===== src/pcc_map.svh =====
`ifndef PCC_MAP_SVH
`define PCC_MAP_SVH
`define PCC_REG_W 40
`define PCC_BYTES 5
`define PCC_RESET_VALUE 40'h00_0078_0000
`define PCC_USED_MASK 40'h83_ffff_ff3f
`define PCC_B_DAC_PD 39
`define PCC_B_BG_PD 33
`define PCC_B_INT_RES 32
`define PCC_F_RISE_HI 31
`define PCC_F_RISE_LO 29
`define PCC_F_FALL_HI 28
`define PCC_F_FALL_LO 26
`define PCC_B_LD_EN 25
`define PCC_B_LD_MODE 24
`define PCC_B_RFDIV_PD 23
`define PCC_F_RFR_HI 22
`define PCC_F_RFR_LO 21
`define PCC_B_DRV_PD 20
`define PCC_F_DSEL_HI 19
`define PCC_F_DSEL_LO 18
`define PCC_B_NO_SURGE 17
`define PCC_B_SYS_BYP 16
`define PCC_F_NDIV_HI 15
`define PCC_F_NDIV_LO 12
`define PCC_F_MDIV_HI 11
`define PCC_F_MDIV_LO 8
`define PCC_B_CP_POL 5
`define PCC_B_CP_PD 4
`define PCC_B_CP_QPD 3
`define PCC_F_CPI_HI 2
`define PCC_F_CPI_LO 0
`define PCC_BG_SETTLE_MS 10
`define PCC_CLK_MHZ 125
`endif


===== src/pcc_pkg.sv =====
`default_nettype none
package pcc_pkg;
    typedef enum logic [1:0] {
        PCC_DRV_OFF = 2'b00,
        PCC_DRV_FB = 2'b01,
        PCC_DRV_RFOUT = 2'b10,
        PCC_DRV_RFIN = 2'b11
    } pcc_drv_src_t;
    typedef enum logic [1:0] {
        PCC_ST_IDLE = 2'b00,
        PCC_ST_SHIFT = 2'b01,
        PCC_ST_DONE = 2'b10
    } pcc_wr_state_t;
endpackage : pcc_pkg
`default_nettype wire


===== src/pcc_sync.sv =====
`timescale 1ns/1ps
`default_nettype none
module pcc_sync #(
    parameter int WIDTH = 1
) (
    input wire logic mclk_i,
    input wire logic reset_i,
    input wire logic [WIDTH-1:0] async_i,
    output logic [WIDTH-1:0] sync_o
);
    logic [WIDTH-1:0] stage1;
    always_ff @(posedge mclk_i) begin
        if (reset_i) begin
            stage1 <= '0;
            sync_o <= '0;
        end else begin
            stage1 <= async_i;
            sync_o <= stage1;
        end
    end
endmodule : pcc_sync
`default_nettype wire


===== src/pcc_settle_timer.sv =====
`timescale 1ns/1ps
`default_nettype none
module pcc_settle_timer #(
    parameter int CYCLES = 1
) (
    input wire logic mclk_i,
    input wire logic reset_i,
    input wire logic start_i,
    output logic busy_o
);
    logic [31:0] count;
    always_ff @(posedge mclk_i) begin
        if (reset_i) begin
            count <= 32'h0000_0000;
        end else if (start_i) begin
            count <= 32'(CYCLES);
        end else if (count != 32'h0000_0000) begin
            count <= count - 32'h0000_0001;
        end
    end
    assign busy_o = (count != 32'h0000_0000);
endmodule : pcc_settle_timer
`default_nettype wire


===== src/pcc_top.sv =====
// Summary of operation
// - Bit 39 high powers down DAC, output goes high impedance.
// - Bit 33 powers down band gap; about 10 ms settling after power-up.
// - Bit 32 selects internal driver current resistor instead of pin.
// - Bits 31:29 add rising surge current 7.6, 3.8, 1.9 mA.
// - Bits 28:26 add falling surge current 5.4, 2.7, 1.35 mA.
// - Bit 25 makes the shared status pin a lock-detect output.
// - Bit 24 low: status shows 0 locked, 1 unlocked.
// - Bit 24 high: status 1 when feedback lags reference, else 0.
// - Bit 23 powers down RF divider and enables bypass path.
// - Bits 22:21 select RF divide by 1, 2, 4 or 8.
// - Bit 20 default high keeps output driver off; low powers it.
// - Bits 19:18 pick driver source: off, feedback, divider out, in.
// - Bit 17 removes all surge current including defaults.
// - Bit 16 picks system clock from divider output or input.
// - Feedback divider ratio is bits 15:12 plus one.
// - Reference divider ratio is bits 11:8 plus one.
// - Bit 5 sets charge pump polarity for lagging feedback clock.
// - Bit 4 fully powers down the charge pump.
// - Bit 3 powers down only the charge pump output buffer.
// - Pump current multiplier is bits 2:0 plus one.
`timescale 1ns/1ps
`include "pcc_map.svh"
`default_nettype none
module pcc_top #(
    parameter int BG_SETTLE_CYCLES = `PCC_BG_SETTLE_MS * `PCC_CLK_MHZ * 1000
) (
    input wire logic mclk_i,
    input wire logic reset_i,
    input wire logic sclk_i,
    input wire logic sdata_i,
    input wire logic sel_n_i,
    input wire logic pll_unlocked_i,
    input wire logic fb_lags_ref_i,
    output logic [`PCC_REG_W-1:0] readback_o,
    output logic write_done_o,
    output logic dac_pd_o,
    output logic dac_out_hiz_o,
    output logic bg_pd_o,
    output logic bg_settling_o,
    output logic drv_int_res_o,
    output logic [2:0] rise_surge_o,
    output logic [2:0] fall_surge_o,
    output logic default_surge_o,
    output logic status_o,
    output logic status_oe_n_o,
    output logic rfdiv_pd_o,
    output logic rf_bypass_path_o,
    output logic [3:0] rf_ratio_o,
    output logic drv_pd_o,
    output pcc_pkg::pcc_drv_src_t drv_src_o,
    output logic sys_from_rfin_o,
    output logic [4:0] fb_ratio_o,
    output logic [4:0] ref_ratio_o,
    output logic cp_invert_o,
    output logic cp_pd_o,
    output logic cp_out_pd_o,
    output logic [3:0] cp_mult_o
);
    logic [`PCC_REG_W-1:0] ctrl;
    logic [`PCC_REG_W-1:0] shreg;
    logic [5:0] bitcnt;
    pcc_pkg::pcc_wr_state_t state;
    logic sclk_s;
    logic sdata_s;
    logic sel_n_s;
    logic unlocked_s;
    logic lags_s;
    logic sclk_d;
    logic bg_prev;
    logic bg_busy;
    wire sclk_rise = sclk_s && !sclk_d;
    wire last_bit = (bitcnt == 6'(`PCC_REG_W - 1));
    wire [`PCC_REG_W-1:0] next_shreg = {shreg[`PCC_REG_W-2:0], sdata_s};
    wire commit = (state == pcc_pkg::PCC_ST_SHIFT) && sclk_rise && !sel_n_s && last_bit;
    wire bg_powerup = bg_prev && !ctrl[`PCC_B_BG_PD];
    wire [2:0] rfr = {1'b0, ctrl[`PCC_F_RFR_HI:`PCC_F_RFR_LO]};
    wire next_status = ctrl[`PCC_B_LD_MODE] ? lags_s : unlocked_s;

    pcc_sync #(.WIDTH(5)) u_sync (
        .mclk_i(mclk_i),
        .reset_i(reset_i),
        .async_i({sclk_i, sdata_i, sel_n_i, pll_unlocked_i, fb_lags_ref_i}),
        .sync_o({sclk_s, sdata_s, sel_n_s, unlocked_s, lags_s})
    );

    pcc_settle_timer #(.CYCLES(BG_SETTLE_CYCLES)) u_bg_timer (
        .mclk_i(mclk_i),
        .reset_i(reset_i),
        .start_i(bg_powerup),
        .busy_o(bg_busy)
    );

    always_ff @(posedge mclk_i) begin
        if (reset_i) begin
            sclk_d <= 1'b0;
            bg_prev <= 1'b0;
        end else begin
            sclk_d <= sclk_s;
            bg_prev <= ctrl[`PCC_B_BG_PD];
        end
    end

    // Serial write: only a full 40-bit frame updates the register
    always_ff @(posedge mclk_i) begin
        if (reset_i) begin
            state <= pcc_pkg::PCC_ST_IDLE;
            bitcnt <= 6'h00;
            shreg <= '0;
        end else begin
            unique case (state)
                pcc_pkg::PCC_ST_IDLE: begin
                    bitcnt <= 6'h00;
                    if (!sel_n_s) begin
                        state <= pcc_pkg::PCC_ST_SHIFT;
                    end
                end
                pcc_pkg::PCC_ST_SHIFT: begin
                    if (sel_n_s) begin
                        state <= pcc_pkg::PCC_ST_IDLE;
                    end else if (sclk_rise) begin
                        shreg <= next_shreg;
                        bitcnt <= bitcnt + 6'h01;
                        if (last_bit) begin
                            state <= pcc_pkg::PCC_ST_DONE;
                        end
                    end
                end
                pcc_pkg::PCC_ST_DONE: begin
                    if (sel_n_s) begin
                        state <= pcc_pkg::PCC_ST_IDLE;
                    end
                end
                default: begin
                    state <= pcc_pkg::PCC_ST_IDLE;
                end
            endcase
        end
    end

    // Control register; unused bits forced to zero
    always_ff @(posedge mclk_i) begin
        if (reset_i) begin
            ctrl <= `PCC_RESET_VALUE;
            write_done_o <= 1'b0;
        end else begin
            write_done_o <= commit;
            if (commit) begin
                ctrl <= next_shreg & `PCC_USED_MASK;
            end
        end
    end

    // Decoded outputs, all registered
    always_ff @(posedge mclk_i) begin
        if (reset_i) begin
            readback_o <= `PCC_RESET_VALUE;
            dac_pd_o <= 1'b0;
            dac_out_hiz_o <= 1'b0;
            bg_pd_o <= 1'b0;
            bg_settling_o <= 1'b0;
            drv_int_res_o <= 1'b0;
            rise_surge_o <= 3'h0;
            fall_surge_o <= 3'h0;
            default_surge_o <= 1'b1;
            status_o <= 1'b0;
            status_oe_n_o <= 1'b1;
            rfdiv_pd_o <= 1'b0;
            rf_bypass_path_o <= 1'b0;
            rf_ratio_o <= 4'h8;
            drv_pd_o <= 1'b1;
            drv_src_o <= pcc_pkg::PCC_DRV_RFOUT;
            sys_from_rfin_o <= 1'b0;
            fb_ratio_o <= 5'h01;
            ref_ratio_o <= 5'h01;
            cp_invert_o <= 1'b0;
            cp_pd_o <= 1'b0;
            cp_out_pd_o <= 1'b0;
            cp_mult_o <= 4'h1;
        end else begin
            readback_o <= ctrl;
            dac_pd_o <= ctrl[`PCC_B_DAC_PD];
            dac_out_hiz_o <= ctrl[`PCC_B_DAC_PD];
            bg_pd_o <= ctrl[`PCC_B_BG_PD];
            bg_settling_o <= bg_busy;
            drv_int_res_o <= ctrl[`PCC_B_INT_RES];
            rise_surge_o <= ctrl[`PCC_B_NO_SURGE] ? 3'h0 : ctrl[`PCC_F_RISE_HI:`PCC_F_RISE_LO];
            fall_surge_o <= ctrl[`PCC_B_NO_SURGE] ? 3'h0 : ctrl[`PCC_F_FALL_HI:`PCC_F_FALL_LO];
            default_surge_o <= !ctrl[`PCC_B_NO_SURGE];
            status_o <= ctrl[`PCC_B_LD_EN] ? next_status : 1'b0;
            status_oe_n_o <= !ctrl[`PCC_B_LD_EN];
            rfdiv_pd_o <= ctrl[`PCC_B_RFDIV_PD];
            rf_bypass_path_o <= ctrl[`PCC_B_RFDIV_PD];
            rf_ratio_o <= 4'h1 << rfr;
            drv_pd_o <= ctrl[`PCC_B_DRV_PD];
            drv_src_o <= pcc_pkg::pcc_drv_src_t'(ctrl[`PCC_F_DSEL_HI:`PCC_F_DSEL_LO]);
            sys_from_rfin_o <= ctrl[`PCC_B_SYS_BYP];
            fb_ratio_o <= {1'b0, ctrl[`PCC_F_NDIV_HI:`PCC_F_NDIV_LO]} + 5'h01;
            ref_ratio_o <= {1'b0, ctrl[`PCC_F_MDIV_HI:`PCC_F_MDIV_LO]} + 5'h01;
            cp_invert_o <= ctrl[`PCC_B_CP_POL];
            cp_pd_o <= ctrl[`PCC_B_CP_PD];
            cp_out_pd_o <= ctrl[`PCC_B_CP_QPD] | ctrl[`PCC_B_CP_PD];
            cp_mult_o <= {1'b0, ctrl[`PCC_F_CPI_HI:`PCC_F_CPI_LO]} + 4'h1;
        end
    end
endmodule : pcc_top
`default_nettype wire


===== config.mk =====
export PLATFORM = sky130hd
export DESIGN_NAME = pcc_top
export DESIGN_NICKNAME = d
export VERILOG_FILES = /design/src/pcc_pkg.sv /design/src/pcc_sync.sv /design/src/pcc_settle_timer.sv /design/src/pcc_top.sv
export VERILOG_INCLUDE_DIRS = /design/src
export SDC_FILE = /design/constraint.sdc
export NUM_CORES = 1
export LEC_CHECK = 0
export ABC_AREA = 1
export BUFFER_PORTS_ARGS = -buffer_cell sky130_fd_sc_hd__clkbuf_2
export CAP_MARGIN = 20
export CORE_AREA = 4 4 135 137
export CTS_BUF_LIST = sky130_fd_sc_hd__clkbuf_8 sky130_fd_sc_hd__clkbuf_16
export CTS_CLUSTER_SIZE = 16
export DETAILED_ROUTE_END_ITERATION = 16
export DIE_AREA = 0 0 139 141
export SLEW_MARGIN = 25
export SYNTH_ARGS = -nofsm -noshare
export SYNTH_HDL_FRONTEND = slang
export SYNTH_HIERARCHICAL = 1
export SYNTH_SLANG_ARGS = --single-unit

===== constraint.sdc =====
create_clock -name mclk_i -period 2.2 [get_ports mclk_i]
set_input_delay 0.44 -clock mclk_i [delete_from_list [all_inputs] [get_ports mclk_i]]
set_output_delay 0.44 -clock mclk_i [all_outputs]
set_load 0.02 [all_outputs]

==> impl_metrics.json <==
{
  "max_freq_ghz": 0.582,
  "post-route-drc-count": 0,
  "r2r_slack_ns": 0.48,
  "drt-pass1-iter-count": 6,
  "dieArea_mm2": 0.0196,
  "netlist.area_leader.share_pct": 50.6,
  "cts_num_sinks": 186,
  "routedWlPerCell_um": 12.4,
  "cp-start-kind": "register",
  "nets": 999,
  "cts-htree-levels": 4,
  "reg2reg_depth": 8,
  "slew-limit-headroom_pct": 58.8,
  "ys_top_cells_by_area": "dfxtp_1 (51%), nand2_1 (8.6%), nor2_1 (7.6%)",
  "yosysWarnings": 6,
  "hold_violations": 0,
  "p_leak_uw": 0.00374,
  "switching_share_pct": 40.7,
  "rsz0062_at_grt": "no",
  "p_sw_uw": 4590,
  "seqPwrFrac_pct": 35.9,
  "synth_top_cell_by_area": "dfxtp_1",
  "clk_pin_slew_ns": 0.07,
  "io_buffer_count": 81,
  "synth-simple-area-share_pct": 24.1,
  "clkPwrFrac_pct": 26.2,
  "grt_pass1_wl_um": 25500,
  "syn_area_mm2": 0.00735,
  "ant_nets": 0,
  "power.density_mw_per_mm2": 1340,
  "critical_path.startpoint": "bitcnt[0]",
  "vias_per_cell": 4.47,
  "finalCriticalPeriod_ns": 1.72,
  "ys_ff_latch": 186,
  "maxUsedRoutingLayer": "met4",
  "min_from": "fb_lags_ref_i",
  "drive_gt1_share_pct": 19.2,
  "fin_skew_ns": 0.0126,
  "diodes": 0,
  "hpwlAfterDp_um": 11000,
  "worstMarginPinSlew_ns": 0.616,
  "slew_viol_final": 0,
  "postCtsSetupBuffers": 0,
  "cts_hold_repair.buffers": 0,
  "wirelength_um": 15100,
  "path_class": "reg2reg",
  "hold_class": "in2reg",
  "whs_endpoint": "u_sync/stage1[0]",
  "reg2reg_from": "bitcnt[0]",
  "die_y_um": 141,
  "ys_types": 41,
  "num_rows": 48,
  "yosysSeqAreaShare_pct": 50.6,
  "start_util_pct": 43.1,
  "overflow": 0,
  "root_buffer": "clkbuf_16",
  "p_int_uw": 6680,
  "synth-adder-area-share_pct": 1.02,
  "die_x_um": 139,
  "insertion_delay_ns": 0.43,
  "synthXorXnorAreaFrac_pct": 1.79,
  "grt_start_max_net_pins": 36,
  "p_comb_share_pct": 37.9,
  "tritoncts": "done",
  "end_kind": "register",
  "place_area_mm2": 0.00780,
  "cts_buffer_depth": 2,
  "outcome": "complete, no violations",
  "vias": 5470,
  "synth_compound_area_share_pct": 10.9,
  "area_delta_synth_final_pct": 14.0,
  "synth_cells": 919,
  "hold_depth": 3,
  "fin_tns_setup_ns": 0,
  "vdd_drop_max_mv": 0.877,
  "drt-initial-drc-count": 240,
  "hold_ws_ns": 0.195,
  "fin_util_pct": 49.1,
  "r2r_end": "ctrl[20]",
  "crit_fanout": 20,
  "arrival_ns": 2.03,
  "min_period_over_period_pct": 78.1,
  "critPathRequiredTime_ns": 2.51,
  "gr-usage-all-layers_pct": 15.9,
  "cts_buffers": 17,
  "fin_area_mm2": 0.00838,
  "layout_common_cells": "dfxtp_1 (186), nand2_1 (168), nor2_1 (149), inv_1 (129), clkbuf_2 (81)",
  "routed-wl-met3_um": 405,
  "first_global_vias": 5238,
  "core_area_mm2": 0.0171,
  "met2WireLength_um": 7560,
  "synth_top_family_by_area": "simple AND/OR/NAND/NOR gates",
  "cap_viol_max_count": 0,
  "gp_congestion": 0.843,
  "synthMuxAreaShare_pct": 0,
  "synth.avg_cell_area_um2": 8.00,
  "io_pins": 89,
  "met1_length_um": 6920,
  "p_total_uw": 11300,
  "setup_viol": 0,
  "mostFrequentLayoutCell": "dfxtp_1",
  "cts.repair.resized": 0,
  "antenna_found_initial": 0
}
layer usage:
metal	track usage, %	vias to the layer above
li1	-	2950
met1	19.6	2443
met2	27.6	62
met3	3.66	15
met4	5.30	0
met5	0	-
metrics by stage:
stage                     cells  worst slack (ns)
after floorplan             925             0.755
after global placement     1192             0.504
after detailed placement   1192             0.480
after CTS                  1224             0.462
after global routing       1224             0.253
final                      1224             0.482
registers in the layout, indices dropped and copies added, names as in the netlist, 4 cells and up:
signal / flops
bitcnt: 6
u_bg_timer/count: 32
rf_ratio_o: 4
readback_o: 31
u_sync/stage1: 5
ref_ratio_o: 5
shreg: 39
fb_ratio_o: 5
u_sync/sync_o: 5
ctrl: 33
cp_mult_o: 4
final cells by class:
| cell class | instances | area [um^2] |
|---|---|---|
| multi-input cells | 555 | 2810 |
| inverters | 135 | 508 |
| repair buffers | 91 | 480 |
| clock inverters | 15 | 154 |
| well taps | 225 | 282 |
| flip-flops and latches | 186 | 3720 |
| fillers | 1718 | 8680 |
| clock buffers | 17 | 425 |
power by group through the flow:
stage                     combinational, uW  clock (uW)  sequential, uW
final                                  4270        2950            4040
after global routing                   4920        3180            4080
after CTS                              4290        3050            4040
after detailed placement               4260           0            4110
after global placement                 4250           0            4110
after floorplan                        3550           0            4020
worst max-delay path by stage:
stage	endpoint	slack (ns)
2_1_floorplan	u_bg_timer/count[0]	0.76
3_3_place_gp	ctrl[20]	0.50
3_5_place_dp	ctrl[20]	0.48
4_1_cts	ctrl[20]	0.46
5_1_grt	ctrl[19]	0.25
6_report	ctrl[20]	0.48
cells in the mapped netlist:
library cell	n
buf_6	8
inv_1	129
buf_4	22
nor4_1	1
nand3_1	22
nand2_4	7
nand4_1	5
nand2_2	8
o22ai_2	6
xor2_1	3
clkinv_2	1
nor2_1	149
o21ai_0	45
o21ai_1	2
or2_0	1
clkinv_1	1
buf_2	8
nor2_2	7
xnor2_1	12
conb_1	1
a211oi_1	1
nor2_8	3
a31oi_1	1
nand3b_1	3
inv_2	4
a21oi_1	56
ha_1	6
nand2_1	168
o21ai_2	11
nor3_1	4
buf_1	2
a21oi_2	8
nand3_4	1
o41ai_1	1
o22ai_1	3
clkbuf_1	9
and2_1	1
or2_2	3
dfxtp_1	186
nor2_4	9
nand4_2	1
worst max-delay path: stages (launching register included):
cell and delay (ns):
dfxtp_1 0.37, ha_1 0.18, nand2_1 0.09, inv_1 0.09
nand4_2 0.17, nor2_4 0.14, nand2_2 0.36, nand2_1 0.15
o21ai_1 0.07
cell families (layout without fill, tap and decap cells):
| logic type | count (synthesis) | after routing |
|---|---|---|
| AOI/OAI and AO/OA | 134 | 134 |
| xor gates and xnor gates | 15 | 15 |
| adders and majority gates | 6 | 6 |
| buffers and inverters | 184 | 258 |
| DFF | 186 | 186 |
| other | 1 | 7 |
| and+or+nand+nor | 393 | 393 |
No activity file was read; power rests on OpenSTA's default activity.
